==> src/core/clk_ctrl_pkg.sv <==
package clk_ctrl_pkg;
    localparam logic [7:0] ADDR_CLK_CTRL = 8'h00;
    localparam logic [7:0] ADDR_TRIM_HIGH = 8'h04;
    localparam logic [7:0] ADDR_INTEGRITY = 8'h08;
    localparam logic [7:0] ADDR_PLL_TEST = 8'h0c;
    localparam logic [7:0] ADDR_STATUS = 8'h10;
    localparam logic [7:0] ADDR_CALIB = 8'h14;
    localparam logic [7:0] ADDR_CALIB_LO = 8'h18;

    localparam logic [7:0] CLK_CTRL_RST = 8'h00;
    localparam logic [7:0] TRIM_HIGH_RST = 8'hff;
    localparam logic [7:0] TRIM_SEARCH_START = 8'h80;
    localparam int CLK_OUT_BIT = 1;
    localparam int SLOW_BIT = 0;
    localparam int TRIM_LO_POS = 5;
    localparam int LOCK_BIT = 0;
    localparam int HALF_DIV_BIT = 0;

    localparam logic [15:0] CAL5_HI_ADDR = 16'hdee0;
    localparam logic [15:0] CAL5_LO_ADDR = 16'hdee1;
    localparam logic [15:0] CAL3_HI_ADDR = 16'hdee2;
    localparam logic [15:0] CAL3_LO_ADDR = 16'hdee3;

    localparam int SLOW_DIV = 32;
    localparam int PLL_MUL_LOW = 4;
    localparam int PLL_MUL_HIGH = 8;
    localparam int TIMER_MUL = 4;

    localparam int STARTUP_US = 1000;
    localparam int CLK_MHZ = 200;
    localparam int STARTUP_CYC = STARTUP_US * CLK_MHZ;

    localparam logic [1:0] AXI_OKAY = 2'b00;
    localparam logic [1:0] AXI_SLVERR = 2'b10;

    typedef enum logic [1:0] {
        SRC_EXT = 2'b00,
        SRC_XTAL = 2'b01,
        SRC_RC = 2'b10
    } src_e;

    typedef enum logic [1:0] {
        PLL_OFF = 2'b00,
        PLL_WAIT = 2'b01,
        PLL_PLL_LOCK_FLAG = 2'b10
    } pll_e;
endpackage

==> src/core/slow_divider.sv <==
`timescale 1ns/100ps
// glitch-free: selection switches only at the end of a divided period,
// so the core enable never yields a short or doubled period
module slow_divider (
    input wire logic clk_i,
    input wire logic rst_i,
    input wire logic osc_en_i,
    input wire logic slow_i,
    output logic core_en_o,
    output logic slow_active_o
);
    logic [4:0] cnt_r;
    logic slow_r;
    logic wrap;

    assign wrap = (cnt_r == 5'(clk_ctrl_pkg::SLOW_DIV - 1));

    always_ff @(posedge clk_i) begin
        if (rst_i) begin
            cnt_r <= 5'h0;
        end else if (osc_en_i) begin
            cnt_r <= wrap ? 5'h0 : cnt_r + 5'h1;
        end
    end

    always_ff @(posedge clk_i) begin
        if (rst_i) begin
            slow_r <= 1'b0;
        end else if (osc_en_i && wrap) begin
            slow_r <= slow_i;
        end
    end

    assign core_en_o = osc_en_i && (!slow_r || wrap);
    assign slow_active_o = slow_r;

    chk_slow_period: assert property (@(posedge clk_i) disable iff (rst_i)
        (core_en_o && slow_r && $past(slow_r)) |-> (cnt_r == 5'h1f))
        else $error("slow core pulse off period boundary");
endmodule // slow_divider

==> src/core/clk_ctrl.sv <==
// Our own choices: register access over AXI4-Lite and the address map.
`timescale 1ns/100ps
// Operation
// - trim register resets to all ones
// - ten-bit trim, low two in integrity bits
// - trim zero fastest, all ones slowest
// - calibration bytes at fixed nonvolatile addresses
// - low calibration bits sit at 6:5
// - calibration bytes are read-only
// - programming entry forces internal RC source
// - PLL multiplies 1MHz by 4 or 8
// - no PLL: RC or external clock
// - PLL output held until startup delay
// - lock flag set when PLL ready
// - half divider gives 4MHz from x8
// - bit 1 enables clock output
// - bit 0 selects divide by 32
// - control resets zero, reserved bits zero
// - timer quadrupler needs 8MHz input
// - source chosen by option byte
module clk_ctrl #(
    parameter int STARTUP_CYCLES = clk_ctrl_pkg::STARTUP_CYC
) (
    input wire logic clk_i,
    input wire logic rst_i,
    input wire logic [1:0] opt_src_i,
    input wire logic opt_pll_en_i,
    input wire logic opt_pll_x8_i,
    input wire logic opt_xtal_half_i,
    input wire logic opt_timer_mul_en_i,
    input wire logic prog_entry_i,
    input wire logic wake_i,
    input wire logic osc_tick_i,
    input wire logic [7:0] cal5_hi_i,
    input wire logic [7:0] cal5_lo_i,
    input wire logic [7:0] cal3_hi_i,
    input wire logic [7:0] cal3_lo_i,
    input wire logic [7:0] s_axi_awaddr,
    input wire logic s_axi_awvalid,
    output logic s_axi_awready,
    input wire logic [31:0] s_axi_wdata,
    input wire logic [3:0] s_axi_wstrb,
    input wire logic s_axi_wvalid,
    output logic s_axi_wready,
    output logic [1:0] s_axi_bresp,
    output logic s_axi_bvalid,
    input wire logic s_axi_bready,
    input wire logic [7:0] s_axi_araddr,
    input wire logic s_axi_arvalid,
    output logic s_axi_arready,
    output logic [31:0] s_axi_rdata,
    output logic [1:0] s_axi_rresp,
    output logic s_axi_rvalid,
    input wire logic s_axi_rready,
    output logic [9:0] rc_trim_code_o,
    output logic [1:0] src_sel_o,
    output logic pll_run_o,
    output logic [3:0] pll_mul_o,
    output logic pll_half_o,
    output logic osc_gate_o,
    output logic core_en_o,
    output logic clk_out_en_o,
    output logic timer_mul_en_o
);
    logic [7:0] clk_ctrl_r;
    logic [7:0] trim_high_r;
    logic [1:0] trim_low_r;
    logic half_div_r;
    logic lock_r;
    logic [31:0] start_cnt_r;
    clk_ctrl_pkg::pll_e pll_state_r;
    logic [1:0] src_r;
    logic aw_held_r;
    logic w_held_r;
    logic [7:0] awaddr_r;
    logic [31:0] wdata_r;
    logic [3:0] wstrb_r;
    logic bvalid_r;
    logic [1:0] bresp_r;
    logic rvalid_r;
    logic [31:0] rdata_r;
    logic [1:0] rresp_r;
    logic do_write;
    logic wr_hit;
    logic [31:0] rd_nxt;
    logic rd_ok;
    logic core_en;
    logic slow_active;

    // source selection
    always_ff @(posedge clk_i) begin
        if (rst_i) begin
            src_r <= clk_ctrl_pkg::SRC_RC;
        end else if (prog_entry_i) begin
            src_r <= clk_ctrl_pkg::SRC_RC;
        end else begin
            src_r <= opt_src_i;
        end
    end
    assign src_sel_o = src_r;

    // PLL startup and lock
    always_ff @(posedge clk_i) begin
        if (rst_i || wake_i || !opt_pll_en_i) begin
            pll_state_r <= opt_pll_en_i ? clk_ctrl_pkg::PLL_WAIT : clk_ctrl_pkg::PLL_OFF;
            start_cnt_r <= 32'h0000_0000;
        end else begin
            case (pll_state_r)
                clk_ctrl_pkg::PLL_WAIT: begin
                    if (start_cnt_r == 32'(STARTUP_CYCLES - 1)) begin
                        pll_state_r <= clk_ctrl_pkg::PLL_PLL_LOCK_FLAG;
                    end else begin
                        start_cnt_r <= start_cnt_r + 32'h0000_0001;
                    end
                end
                clk_ctrl_pkg::PLL_PLL_LOCK_FLAG: pll_state_r <= clk_ctrl_pkg::PLL_PLL_LOCK_FLAG;
                clk_ctrl_pkg::PLL_OFF: pll_state_r <= clk_ctrl_pkg::PLL_WAIT;
                default: pll_state_r <= clk_ctrl_pkg::PLL_OFF;
            endcase
        end
    end

    always_ff @(posedge clk_i) begin
        if (rst_i) begin
            lock_r <= 1'b0;
        end else begin
            lock_r <= (pll_state_r == clk_ctrl_pkg::PLL_PLL_LOCK_FLAG);
        end
    end

    assign pll_run_o = opt_pll_en_i && (src_r != clk_ctrl_pkg::SRC_XTAL);
    assign pll_mul_o = opt_pll_x8_i ? 4'(clk_ctrl_pkg::PLL_MUL_HIGH)
                                    : 4'(clk_ctrl_pkg::PLL_MUL_LOW);
    assign pll_half_o = half_div_r && opt_pll_x8_i;
    assign osc_gate_o = !opt_pll_en_i || lock_r;
    assign timer_mul_en_o = opt_timer_mul_en_i
        && ((opt_pll_en_i && opt_pll_x8_i && lock_r && !half_div_r)
            || (!opt_pll_en_i && opt_xtal_half_i));

    slow_divider u_slow (
        .clk_i(clk_i),
        .rst_i(rst_i),
        .osc_en_i(osc_tick_i && osc_gate_o),
        .slow_i(clk_ctrl_r[clk_ctrl_pkg::SLOW_BIT]),
        .core_en_o(core_en),
        .slow_active_o(slow_active)
    );
    assign core_en_o = core_en;
    assign clk_out_en_o = clk_ctrl_r[clk_ctrl_pkg::CLK_OUT_BIT];
    assign rc_trim_code_o = {trim_high_r, trim_low_r};

    // AXI write channel
    assign s_axi_awready = !aw_held_r && !bvalid_r;
    assign s_axi_wready = !w_held_r && !bvalid_r;
    assign do_write = aw_held_r && w_held_r && !bvalid_r;
    assign wr_hit = (awaddr_r == clk_ctrl_pkg::ADDR_CLK_CTRL)
        || (awaddr_r == clk_ctrl_pkg::ADDR_TRIM_HIGH)
        || (awaddr_r == clk_ctrl_pkg::ADDR_INTEGRITY)
        || (awaddr_r == clk_ctrl_pkg::ADDR_PLL_TEST);

    always_ff @(posedge clk_i) begin
        if (rst_i) begin
            aw_held_r <= 1'b0;
            w_held_r <= 1'b0;
            awaddr_r <= 8'h00;
            wdata_r <= 32'h0000_0000;
            wstrb_r <= 4'h0;
        end else begin
            if (s_axi_awvalid && s_axi_awready) begin
                aw_held_r <= 1'b1;
                awaddr_r <= s_axi_awaddr;
            end else if (do_write) begin
                aw_held_r <= 1'b0;
            end
            if (s_axi_wvalid && s_axi_wready) begin
                w_held_r <= 1'b1;
                wdata_r <= s_axi_wdata;
                wstrb_r <= s_axi_wstrb;
            end else if (do_write) begin
                w_held_r <= 1'b0;
            end
        end
    end

    always_ff @(posedge clk_i) begin
        if (rst_i) begin
            bvalid_r <= 1'b0;
            bresp_r <= clk_ctrl_pkg::AXI_OKAY;
        end else if (do_write) begin
            bvalid_r <= 1'b1;
            bresp_r <= wr_hit ? clk_ctrl_pkg::AXI_OKAY : clk_ctrl_pkg::AXI_SLVERR;
        end else if (s_axi_bready) begin
            bvalid_r <= 1'b0;
        end
    end
    assign s_axi_bvalid = bvalid_r;
    assign s_axi_bresp = bresp_r;

    // register writes; calibration bytes are never writable
    always_ff @(posedge clk_i) begin
        if (rst_i) begin
            clk_ctrl_r <= clk_ctrl_pkg::CLK_CTRL_RST;
            trim_high_r <= clk_ctrl_pkg::TRIM_HIGH_RST;
            trim_low_r <= 2'b11;
            half_div_r <= 1'b0;
        end else if (do_write && wstrb_r[0]) begin
            case (awaddr_r)
                clk_ctrl_pkg::ADDR_CLK_CTRL:
                    clk_ctrl_r <= {6'b00_0000, wdata_r[1:0]};
                clk_ctrl_pkg::ADDR_TRIM_HIGH: trim_high_r <= wdata_r[7:0];
                clk_ctrl_pkg::ADDR_INTEGRITY:
                    trim_low_r <= wdata_r[clk_ctrl_pkg::TRIM_LO_POS +: 2];
                clk_ctrl_pkg::ADDR_PLL_TEST:
                    half_div_r <= wdata_r[clk_ctrl_pkg::HALF_DIV_BIT];
                default: clk_ctrl_r <= clk_ctrl_r;
            endcase
        end
    end

    // read mux
    always_comb begin
        rd_nxt = 32'h0000_0000;
        rd_ok = 1'b1;
        case (s_axi_araddr)
            clk_ctrl_pkg::ADDR_CLK_CTRL: rd_nxt = {24'h00_0000, clk_ctrl_r};
            clk_ctrl_pkg::ADDR_TRIM_HIGH: rd_nxt = {24'h00_0000, trim_high_r};
            clk_ctrl_pkg::ADDR_INTEGRITY: begin
                rd_nxt[clk_ctrl_pkg::TRIM_LO_POS +: 2] = trim_low_r;
                rd_nxt[clk_ctrl_pkg::LOCK_BIT] = lock_r;
            end
            clk_ctrl_pkg::ADDR_PLL_TEST: rd_nxt[clk_ctrl_pkg::HALF_DIV_BIT] = half_div_r;
            clk_ctrl_pkg::ADDR_STATUS: rd_nxt = {26'h0, slow_active, pll_state_r,
                                                  src_r, lock_r};
            // 5 V pair in low half, 3.3 V pair in high half
            clk_ctrl_pkg::ADDR_CALIB: rd_nxt = {cal3_lo_i, cal3_hi_i, cal5_lo_i, cal5_hi_i};
            clk_ctrl_pkg::ADDR_CALIB_LO: rd_nxt = {30'h0, cal5_lo_i[clk_ctrl_pkg::TRIM_LO_POS +: 2]};
            default: rd_ok = 1'b0;
        endcase
    end

    assign s_axi_arready = !rvalid_r;
    always_ff @(posedge clk_i) begin
        if (rst_i) begin
            rvalid_r <= 1'b0;
            rdata_r <= 32'h0000_0000;
            rresp_r <= clk_ctrl_pkg::AXI_OKAY;
        end else if (s_axi_arvalid && !rvalid_r) begin
            rvalid_r <= 1'b1;
            rdata_r <= rd_nxt;
            rresp_r <= rd_ok ? clk_ctrl_pkg::AXI_OKAY : clk_ctrl_pkg::AXI_SLVERR;
        end else if (s_axi_rready) begin
            rvalid_r <= 1'b0;
        end
    end
    assign s_axi_rvalid = rvalid_r;
    assign s_axi_rdata = rdata_r;
    assign s_axi_rresp = rresp_r;

    chk_trim_reset: assert property (@(posedge clk_i)
        $past(rst_i) |-> trim_high_r == clk_ctrl_pkg::TRIM_HIGH_RST)
        else $error("trim not all ones after reset");
    chk_trim_follows: assert property (@(posedge clk_i) disable iff (rst_i)
        (do_write && wstrb_r[0] && awaddr_r == clk_ctrl_pkg::ADDR_TRIM_HIGH)
        |=> rc_trim_code_o[9:2] == $past(wdata_r[7:0]))
        else $error("trim code not updated");
    chk_prog_rc: assert property (@(posedge clk_i) disable iff (rst_i)
        prog_entry_i |=> src_sel_o == clk_ctrl_pkg::SRC_RC)
        else $error("programming entry did not force rc");
    chk_no_early: assert property (@(posedge clk_i) disable iff (rst_i)
        (opt_pll_en_i && pll_state_r != clk_ctrl_pkg::PLL_PLL_LOCK_FLAG) |=> !osc_gate_o)
        else $error("pll clock passed before startup");
    chk_lock_flag: assert property (@(posedge clk_i) disable iff (rst_i)
        (pll_state_r == clk_ctrl_pkg::PLL_PLL_LOCK_FLAG) |=> lock_r)
        else $error("lock flag not set");
    chk_reserved_zero: assert property (@(posedge clk_i) disable iff (rst_i)
        clk_ctrl_r[7:2] == 6'h00)
        else $error("reserved control bits set");
    chk_out_enable: assert property (@(posedge clk_i) disable iff (rst_i)
        clk_out_en_o == clk_ctrl_r[clk_ctrl_pkg::CLK_OUT_BIT])
        else $error("clock output enable mismatch");
    chk_wr_resp: assert property (@(posedge clk_i) disable iff (rst_i)
        do_write |=> s_axi_bvalid)
        else $error("no write response");
endmodule // clk_ctrl

==> config.mk <==
export PLATFORM = sky130hd
export DESIGN_NAME = clk_ctrl
export DESIGN_NICKNAME = d
export VERILOG_FILES = /design/src/core/clk_ctrl_pkg.sv /design/src/core/slow_divider.sv /design/src/core/clk_ctrl.sv
export SDC_FILE = /design/constraint.sdc
export NUM_CORES = 1
export LEC_CHECK = 0
export ABC_AREA = 1
export BUFFER_PORTS_ARGS = -buffer_cell sky130_fd_sc_hd__buf_2
export CAP_MARGIN = 20
export CORE_AREA = 5 5 125 127
export CTS_CLUSTER_SIZE = 16
export DETAILED_ROUTE_END_ITERATION = 10
export DIE_AREA = 0 0 130 132
export GPL_TIMING_DRIVEN = 0
export SLEW_MARGIN = 10
export SYNTH_ARGS = -nofsm -noshare
export SYNTH_HDL_FRONTEND = slang
export SYNTH_SLANG_ARGS = --single-unit
export TNS_END_PERCENT = 50
==> constraint.sdc <==
create_clock -name clk_i -period 2.6 [get_ports clk_i]
set_input_delay 0.13 -clock clk_i [delete_from_list [all_inputs] [get_ports clk_i]]
set_output_delay 0.13 -clock clk_i [all_outputs]
set_load 0.01 [all_outputs]
==> metrics.md, run 1 <==
| Metric | Value |
|---|---|
| Fin util | 47.5% |
| Initial Util | 39.0% |
| Synth cell count leaders | nand2_1 (257), nor2_1 (136), dfxtp_1 (109) |
| H-tree Lvls | 3 |
| Die Height | 132 um |
| Synth top area share | 39.1% |
| EDFF count, synth | 2 |
| FF-to-FF setup slack | 0.54 ns |
| Clock latency on the worst-skew pair | 0.35 ns |
| # diodes | 0 |
| DRT iter0 DRCs | 417 |
| Ys Warns | 0 |
| Remaining routing DRC violations | 0 |
| Num CTS Buffers | 9 |
| Post-synthesis async set-or-reset flop share | 0% |
| # nets final | 1109 |
| Status | finished, final reports clean |
| Largest net degree at the start of global routing | 20 |
| Fin Setup TNS | 0 ns |
| Synthesized flop and latch total | 111 |
| # port buffers | 131 |
| Max Root-Sink Buffers | 2 |
| Hpwl dp | 13300 um |
| Total gr overflow | 0 |
| LEAKAGE | 2.81 nW |
| Fin crit period | 2.06 ns |
| Via count | 5727 |
| Setup crit start kind | flip-flop |
| CTS tree | done |
| CTS root buffer | clkbuf_16 |
| Total power | 3.52 mW |
| Initial antenna violation count | 0 |
| Peak VDD IR | 0.000384 V |
| Die Area | 0.0172 mm2 |
| Worst Hold Class | in2reg |
| Fmax | 485 MHz |
| CP Capture Type | flip-flop |
| First-pass GRT wire length | 27000 um |
| Post-DR wirelength/cell | 14.2 um |
| Final WL | 16900 um |
| GRT Util Overall | 19.5% |
| Core area | 0.0143 mm2 |
| Power per cell area | 518 mW/mm2 |
| Drt first pass iters | 5 |
| Clk_skew | 0.00634 ns |
| Slew headroom | 57.3% |
| Die width | 130 um |
| # clock sinks | 111 |
| Share of cells above drive strength 1 | 17.3% |
| CTS resizes | 0 |
| Worst slew pin tran | 0.635 ns |
| Hold_buf cts | 2 |
| Primary FF master, synth | dfxtp_1 |
| Drt via density | 4.80 |
| Synth Instances | 856 |
| Slew Limit Fails | 0 |
| Endpoints failing setup | 0 |
| Max-cap violations | 0 |
| Synth-to-Final Area Change | 21.6% |
| CP required | 2.67 ns |
| Post-synth top area cell | dfxtp_1 |
| Crit path max fanout | 10 |
| Mapped cell area | 0.00559 mm2 |
| Reg clk slew, reported paths | 0.08 ns |
| RSZ-0062 raised after global routing | no |
| Rows | 44 |
| WP data arrival | 2.13 ns |
| Vias in the first global route | 5185 |
| Yosys cell types | 33 |
| GPL Wtd Cong | 0.940 |
| DRT antenna net count | 0 |
| Synthesized area per cell | 6.53 um2 |
| Final Hold Vio Count | 0 |
| WS Path Type | reg2reg |
| Sequential-to-total area share from yosys stat | 40.1% |
| Synth area leaders | dfxtp_1 (39%), nand2_1 (17%), nor2_1 (9.1%), nand3_1 (8.0%), a21oi_1 (6.3%) |
| Final worst-path cycle share | 79.3% |
| Setup Buffers After CTS | 0 |
| I/O Pins | 163 |
| Most common cell in the netlist | nand2_1 |
-- cells by family after synthesis --
| logic type | share of synthesized area (%) |
|---|---|
| AOI/OAI and AO/OA | 9.56 |
| other | 0.0671 |
| and+or+nand+nor | 38.7 |
| xor gates and xnor gates | 2.19 |
| buffers and inverters | 8.02 |
| adders and majority gates | 1.34 |
| DFF | 40.1 |
-- critical path, stage by stage (launching register included) --
cell and delay, ns:
dfxtp_1 0.41, ha_1 0.35, nand3_1 0.27, nor2_1 0.16, nand2_1 0.06, nor2_1 0.12, nor2_1 0.08, buf_2 0.21
nand2_1 0.12
-- report_power, final --
group	internal [mW]	total [mW]	switching [mW]	leakage, nW
Sequential	1.75	1.78	0.0281	0.908
Combinational	0.128	0.359	0.230	1.76
Clock	0.698	1.39	0.687	0.144
-- worst paths after layout --
| kind | depth (start not counted) | end | startpoint |
|---|---|---|---|
| setup reg to reg | 8 | pll_state_r[0] | start_cnt_r[0] |
| hold reg to reg | 2 | s_axi_rdata[23] | s_axi_rdata[23] |
| hold / removal | 4 | s_axi_bvalid | s_axi_bready |
| setup / recovery | 8 | pll_state_r[0] | start_cnt_r[0] |
-- cell type report --
cell class                 instances  area, um2
fill                            1552       7520
multi-input combinational        647       2910
sequential                       111       2240
timing repair buffer             133        676
inverter                          67        251
clock buffer                      11        243
tap                              184        230
buffer                            34        196
clock inverter                     5       46.3
-- cell usage in the layout (no fill, tap or decap), types with 4 or more instances in the layout --
cell and n:
nand2_1 257, nor2_1 136, buf_2 135, dfxtp_1 109
nand3_1 89, a21oi_1 70, inv_1 63, o21ai_0 32
clkbuf_1 19, nor3_1 12, xor2_1 10, clkbuf_16 9
buf_4 8, ha_1 6, nand4_1 5, clkinv_1 4
xnor2_1 4, conb_1 4
-- metrics by stage --
stage | instances | setup slack, ns | cell area [um2] | hold slack (ns)
after floorplan | 859 | 1.01 | 5600 | 0.206
after global placement | 1174 | 0.528 | 6480 | 0.316
after detailed placement | 1174 | 0.566 | 6480 | 0.321
after CTS | 1192 | 0.542 | 6790 | 0.0143
after global routing | 1192 | 0.375 | 6790 | 0.0204
final | 1192 | 0.538 | 6790 | 0.0222
-- routing by layer --
metal	track usage [%]	vias up	part of all wire, %
met3	3.48	13	7.8
met5	0	-	0
met2	29.6	158	43
met1	28.6	2533	48
met4	4.62	0	1.1
li1	-	3023	-
-- flip-flops by register name, indices dropped and copies added, names as in the netlist, 2 cells and up --
name and count:
s_axi_rdata 32, start_cnt_r 32, awaddr_r 8, trim_high_r 8, wdata_r 8, u_slow.cnt_r 5
clk_ctrl_r 2, pll_state_r 2, src_sel_o 2, trim_low_r 2
Power figures use the tool's default switching activity.
==> run 2, diff against run 1 <==
--- a/config.mk
+++ b/config.mk
@@ -13,6 +13,7 @@
 export DETAILED_ROUTE_END_ITERATION = 10
 export DIE_AREA = 0 0 130 132
 export GPL_TIMING_DRIVEN = 0
+export PLACE_DENSITY = 0.66
 export SLEW_MARGIN = 10
 export SYNTH_ARGS = -nofsm -noshare
 export SYNTH_HDL_FRONTEND = slang
==> constraint.sdc (replaced) <==
create_clock -name clk_i -period 1.7 [get_ports clk_i]
set_input_delay 0.085 -clock clk_i [delete_from_list [all_inputs] [get_ports clk_i]]
set_output_delay 0.085 -clock clk_i [all_outputs]
set_load 0.01 [all_outputs]
==> metrics.md, run 2 (synthesized netlist as in run 1, its figures left out) <==
| Metric | Value |
|---|---|
| LEAKAGE | 2.98 nW (+6.1%) |
| Share of cells above drive strength 1 | 20.2% (+2.9 points) |
| Slew Limit Fails | 0 (unchanged) |
| Status | finished with violations |
| Crit path max fanout | 3 (-7) |
| Cell breakdown of the critical path | ha_2 > inv_1 > nor3_2 > ha_2 > nand2_2 > o21ai_2 > buf_2 |
| Die Area | 0.0172 mm2 (unchanged) |
| Remaining routing DRC violations | 0 (unchanged) |
| Max Root-Sink Buffers | 2 (unchanged) |
| FF-to-FF setup slack | 0.09 ns (-0.45 ns) |
| Buffer and inverter count on the worst path | 2 (+1) |
| Top cell by count, worst path | ha_2 |
| Top Family by Delay on Critical Path | adder cells |
| Slew headroom | 59.9% (+2.6 points) |
| Fin crit period | 1.66 ns |
| # diodes | 0 (unchanged) |
| Fin util | 50.8% (+3.3 points) |
| # nets final | 1142 (+3.0%) |
| Max-cap violations | 0 (unchanged) |
| First-pass GRT wire length | 26800 um (-0.51%) |
| CTS tree | done |
| Final WS setup | 0.0362 ns (-0.502 ns) |
| DRT iter0 DRCs | 441 (+5.8%) |
| Setup crit start kind | flip-flop |
| Vias in the first global route | 5396 (+4.1%) |
| Core area | 0.0143 mm2 (unchanged) |
| Endpoints failing setup | 0 (unchanged) |
| # clock sinks | 111 (unchanged) |
| Power per cell area | 777 mW/mm2 (+50%) |
| RSZ-0062 raised after global routing | yes |
| Initial antenna violation count | 0 (unchanged) |
| CP required | 1.62 ns (-1.05 ns) |
| Num CTS Buffers | 9 (unchanged) |
| I/O Pins | 163 (unchanged) |
| Post-DR wirelength/cell | 13.8 um (-2.7%) |
| Synth-to-Final Area Change | 30.1% |
| Final WL | 16900 um (about the same) |
| Final worst-path cycle share | 97.9% |
| Dpl cells | 1174 (unchanged) |
| WS Path Type | reg2out |
| Placed inst area | 0.00648 mm2 (unchanged) |
| Reg clk slew, reported paths | 0.08 ns (about the same) |
| Most frequent cells in the layout | nand2_1 (255), buf_2 (132), nor2_1 (126) |
| Drt via density | 4.88 (+1.6%) |
| Layout Cells excl Fill | 1225 (+2.8%) |
| WP data arrival | 1.58 ns (-0.55 ns) |
| CTS root buffer | clkbuf_16 |
| Worst Hold Class | in2reg |
| DRT antenna net count | 0 (unchanged) |
| Min Hold Slack | -0.00665 ns (-0.0288 ns) |
| Die width | 130 um (unchanged) |
| Clock latency on the worst-skew pair | 0.36 ns (about the same) |
| Worst slew pin tran | 0.601 ns (-0.0336 ns) |
| Highest-delay cell along the critical path | dfxtp_2 |
| Largest net degree at the start of global routing | 21 (+5.0%) |
| Place WS | -0.290 ns (-0.856 ns) |
| Most common cell after layout, fill and taps aside | nand2_1 |
| Final Cell Area | 0.00727 mm2 (+7.0%) |
| GRT Util Overall | 19.1% (-0.33 points) |
| # port buffers | 131 (unchanged) |
| Failing checks | negative hold slack |
| Die Height | 132 um (unchanged) |
| Rows | 44 (unchanged) |
| Max incr delay on CP | 0.35 ns (-0.06 ns) |
| Drt first pass iters | 5 (unchanged) |
| Peak VDD IR | 0.000509 V (+33%) |
| Clk_skew | 0.0111 ns (+0.00473 ns) |
| Hpwl dp | 12900 um (-3.2%) |
| H-tree Lvls | 3 (unchanged) |
| Final Hold Vio Count | 4 (+4) |
| CP Capture Type | output pin |
| Initial Util | 39.0% (unchanged) |
| Total gr overflow | 0 (unchanged) |
| Via count | 5978 (+4.4%) |
| GPL Wtd Cong | 0.889 (-5.4%) |
| Fmax | 601 MHz |
## run 2: cell types whose count changed in the layout (fill, tap and decap cells not counted), sizes merged
cell / change
bufinv: +1
buf: +5
dlygate4sd3: +27
## run 2: area by class of cell
type / count / area (um2)
Fill cell: 1437 / 7050
Multi-Input combinational cell: 647 / 3000
Sequential cell: 111 / 2260
Timing Repair Buffer: 166 / 991
Inverter: 67 / 251
Clock buffer: 10 / 239
Tap cell: 184 / 230
Buffer: 34 / 209
Clock inverter: 6 / 83.8
## run 2: what timing repair did
action                     in CTS  in global routing
buffers inserted                1                  5
setup endpoints to repair      43                 44
hold endpoints to repair       28                  0
pin swaps                       2                  2
gates resized for setup        17                 27
hold buffers                   29                  0
## run 2: metrics by stage
step | setup TNS [ns] | power, mW | hold WS, ns
6_report | 0 | 5.65 | -0.00665
2_1_floorplan | 0 | 3.09 | 0.161
3_5_place_dp | -5.51 | 3.32 | 0.268
4_1_cts | 0 | 5.65 | 0.000261
3_3_place_gp | -5.86 | 3.31 | 0.270
5_1_grt | -0.235 | 5.86 | 0.0119
## run 2: worst paths after layout
path / from / cells after the start / endpoint
worst max-delay path: u_slow.cnt_r[0] / 7 / core_en_o
worst min-delay path: s_axi_wdata[1] / 3 / wdata_r[1]
worst max register to register: start_cnt_r[1] / 8 / pll_state_r[0]
worst min register to register: s_axi_rdata[17] / 2 / s_axi_rdata[17]
## run 2: tightest hold or removal path: stages
cell     delay (ns)
buf_2          0.09
o21ai_0        0.07
nor2_1         0.08
## run 2: where the power goes
part | leakage (nW) | switching, mW | internal (mW)
logic | 1.91 | 0.368 | 0.253
clock network | 0.160 | 1.08 | 1.23
registers | 0.913 | 0.0450 | 2.67
total | 2.98 | 1.50 | 4.15
## run 2: metal layers
layer / GRT usage, % / wire (um) / vias to the layer above
met2: 30.3 / 7460 / 213
li1: - / - / 3085
met1: 26.5 / 7650 / 2654
met4: 6.93 / 424 / 0
met3: 2.63 / 1400 / 26
met5: 0 / 0 / -
==> run 3, diff against run 2 <==
--- a/config.mk
+++ b/config.mk
@@ -8,12 +8,12 @@
 export ABC_AREA = 1
 export BUFFER_PORTS_ARGS = -buffer_cell sky130_fd_sc_hd__buf_2
 export CAP_MARGIN = 20
-export CORE_AREA = 5 5 125 127
+export CORE_AREA = 5 5 118 120
 export CTS_CLUSTER_SIZE = 16
 export DETAILED_ROUTE_END_ITERATION = 10
-export DIE_AREA = 0 0 130 132
+export DIE_AREA = 0 0 123 125
 export GPL_TIMING_DRIVEN = 0
-export PLACE_DENSITY = 0.66
+export PLACE_DENSITY = 0.72
 export SLEW_MARGIN = 10
 export SYNTH_ARGS = -nofsm -noshare
 export SYNTH_HDL_FRONTEND = slang
==> metrics.md, run 3 (synthesized netlist as in run 1, its figures left out) <==
| Metric | Value |
|---|---|
| Dpl cells | 1166 (-0.68%) |
| HP Start | cal3_hi_i[1] |
| Levels on crit path | 7 (unchanged) |
| Min Hold Slack | -0.00259 ns (+0.00406 ns) |
| Fmax | 598 MHz (-0.49%) |
| FF-to-FF setup slack | 0.08 ns (about the same) |
| Largest net degree at the start of global routing | 19 (-9.5%) |
| Final WL | 17100 um (+1.0%) |
| Max incr delay on CP | 0.37 ns (+0.02 ns) |
| DRT antenna net count | 0 (unchanged) |
| Worst r2r path cells | 8 (unchanged) |
| CP required | 1.62 ns (about the same) |
| Clock latency on the worst-skew pair | 0.36 ns (about the same) |
| Synth-to-Final Area Change | 31.1% |
| Launching point of the worst reg2reg path | start_cnt_r[1] |
| Most common cell after layout, fill and taps aside | nand2_1 |
| Slew headroom | 63.3% (+3.4 points) |
| Register Area | 0.00226 mm2 (about the same) |
| DRT iter0 DRCs | 449 (+1.8%) |
| Initial Util | 43.4% (+4.4 points) |
| Vias in the first global route | 5453 (+1.1%) |
| Worst Hold Class | in2reg |
| Status | finished with violations |
| Internal | 3.96 mW (-4.7%) |
| Worst slew pin tran | 0.546 ns (-0.0550 ns) |
| Most frequent cells in the layout | nand2_1 (254), buf_2 (131), nor2_1 (125) |
| WP data arrival | 1.59 ns (about the same) |
| Net switching power | 1.44 mW (-3.7%) |
| H-tree Lvls | 3 (unchanged) |
| First-pass GRT wire length | 26900 um (+0.46%) |
| Core area | 0.0129 mm2 (-10%) |
| Rows | 42 (-4.5%) |
| RSZ-0062 raised after global routing | yes |
| GRT Util Overall | 21.7% (+2.6 points) |
| CP Capture Type | output pin |
| Max Root-Sink Buffers | 2 (unchanged) |
| CTS tree | done |
| Remaining routing DRC violations | 0 (unchanged) |
| WS Path Type | reg2out |
| Fin Setup TNS | 0 ns (unchanged) |
| Max-cap violations | 0 (unchanged) |
| Slew Limit Fails | 0 (unchanged) |
| Failing checks | negative hold slack |
| LEAKAGE | 3.01 nW (+1.1%) |
| Combinational Power Share | 12.1% (+1.1 points) |
| Cell breakdown of the critical path | ha_4 > inv_2 > nor3_4 > ha_2 > nand2_2 > o21ai_1 > buf_4 |
| Area of the multi-input gates | 0.00303 mm2 (+0.92%) |
| Highest-delay cell along the critical path | dfxtp_2 |
| Worst setup endpoint | core_en_o |
| Peak VDD IR | 0.000485 V (-4.7%) |
| Die width | 123 um (-5.4%) |
| Fillers | 1241 (-14%) |
| Net Sw Frac | 26.7% (+0.20 points) |
| # clock sinks | 111 (unchanged) |
| Endpoints failing setup | 0 (unchanged) |
| Hpwl dp | 12600 um (-2.4%) |
| Reg clk slew, reported paths | 0.07 ns (about the same) |
| Total gr overflow | 0 (unchanged) |
| Reg power frac | 50.3% (+2.2 points) |
| Setup crit start kind | flip-flop |
| I/O Pins | 163 (unchanged) |
| Power share of the clock group | 37.6% (-3.3 points) |
| Crit path max fanout | 3 (unchanged) |
| Clk_skew | 0.00644 ns (-0.00463 ns) |
| Num CTS Buffers | 9 (unchanged) |
| Post-DR wirelength/cell | 14.0 um (+1.2%) |
| Reg-to-reg endpoint | pll_state_r[1] |
| Fin crit period | 1.67 ns (+0.00822 ns) |
| Top Family by Delay on Critical Path | flip-flops |
| Die Height | 125 um (-5.3%) |
| Drt first pass iters | 5 (unchanged) |
| Final worst-path cycle share | 98.4% (+0.48 points) |
| Die Area | 0.0154 mm2 (-10%) |
| GPL Wtd Cong | 0.947 (+6.6%) |
| Layout Cells excl Fill | 1223 (-0.16%) |
| Via count | 6048 (+1.2%) |
| # nets final | 1149 (+0.61%) |
| # diodes | 0 (unchanged) |
| # port buffers | 131 (unchanged) |
| Final Hold Vio Count | 1 (-3) |
| Worst Setup SP | u_slow.cnt_r[1] |
| Share of cells above drive strength 1 | 20.9% (+0.74 points) |
| CTS root buffer | clkbuf_16 |
| Drt via density | 4.95 (+1.3%) |
| Initial antenna violation count | 0 (unchanged) |
| Buffer and inverter count on the worst path | 2 (unchanged) |
| Power per cell area | 737 mW/mm2 (-5.1%) |
-- run 3: power groups by stage --
| stage | logic, mW | clock network (mW) | registers, mW |
|---|---|---|---|
| 2_1_floorplan | 0.312 | 0 | 2.77 |
| 3_3_place_gp | 0.537 | 0 | 2.77 |
| 3_5_place_dp | 0.543 | 0 | 2.78 |
| 4_1_cts | 0.612 | 2.05 | 2.72 |
| 5_1_grt | 0.726 | 2.17 | 2.72 |
| 6_report | 0.653 | 2.03 | 2.72 |
-- run 3: layout make-up --
| cell class | instances | area share, % |
|---|---|---|
| buffer | 34 | 2.96 |
| clock buffer | 10 | 3.13 |
| clock inverter | 5 | 0.581 |
| inverter | 67 | 3.43 |
| multi-input combinational | 647 | 41.4 |
| sequential | 111 | 30.9 |
| tap | 176 | 3.01 |
| timing repair buffer | 173 | 14.6 |
-- run 3: how the worst min path moves through the flow --
stage / to / slack [ns] / depth (start not counted)
finish: s_axi_rdata[17] / -0.003 / 3
floorplan: src_sel_o[0] / 0.16 / 1
CTS: s_axi_rdata[17] / 0.001 / 3
global route: s_axi_rdata[14] / 0.008 / 3
global placement: src_sel_o[0] / 0.27 / 2
detailed placement: src_sel_o[0] / 0.27 / 2
-- run 3: metrics by stage --
stage	area, um2	power [mW]	utilization, %	setup WS, ns
finish	7320	5.40	56.9	0.0279
global route	7320	5.62	56.9	-0.0381
CTS	7120	5.37	55.3	0.0150
detailed placement	6470	3.32	50.3	-0.290
global placement	6470	3.31	50.3	-0.291
floorplan	5600	3.09	-	0.107
-- run 3: repair_timing --
action | 4_1_cts | 5_1_grt
hold buffers | 32 | 0
setup endpoints to repair | 43 | 37
pin swaps | 1 | 6
cloned | 0 | 1
endpoints found under the hold margin | 31 | 0
resized for setup | 16 | 40
setup buffers | 1 | 8
-- run 3: per-layer routing --
layer	wire, um	part of all wire, %	GRT usage [%]	vias up
li1	-	-	-	3112
met1	7590	44	29.6	2709
met2	7860	46	35.3	204
met3	1360	7.9	3.61	23
met4	307	1.8	6.19	0
met5	0	0	0	-
-- run 3: worst reg2reg max path, stage by stage (launching register included) --
cell and delay, ns:
dfxtp_4 0.37, ha_4 0.19, nand3_4 0.12, nor2_1 0.12
nand2_1 0.05, nor2_1 0.16, nor2_2 0.08, buf_6 0.15
nand2_1 0.09
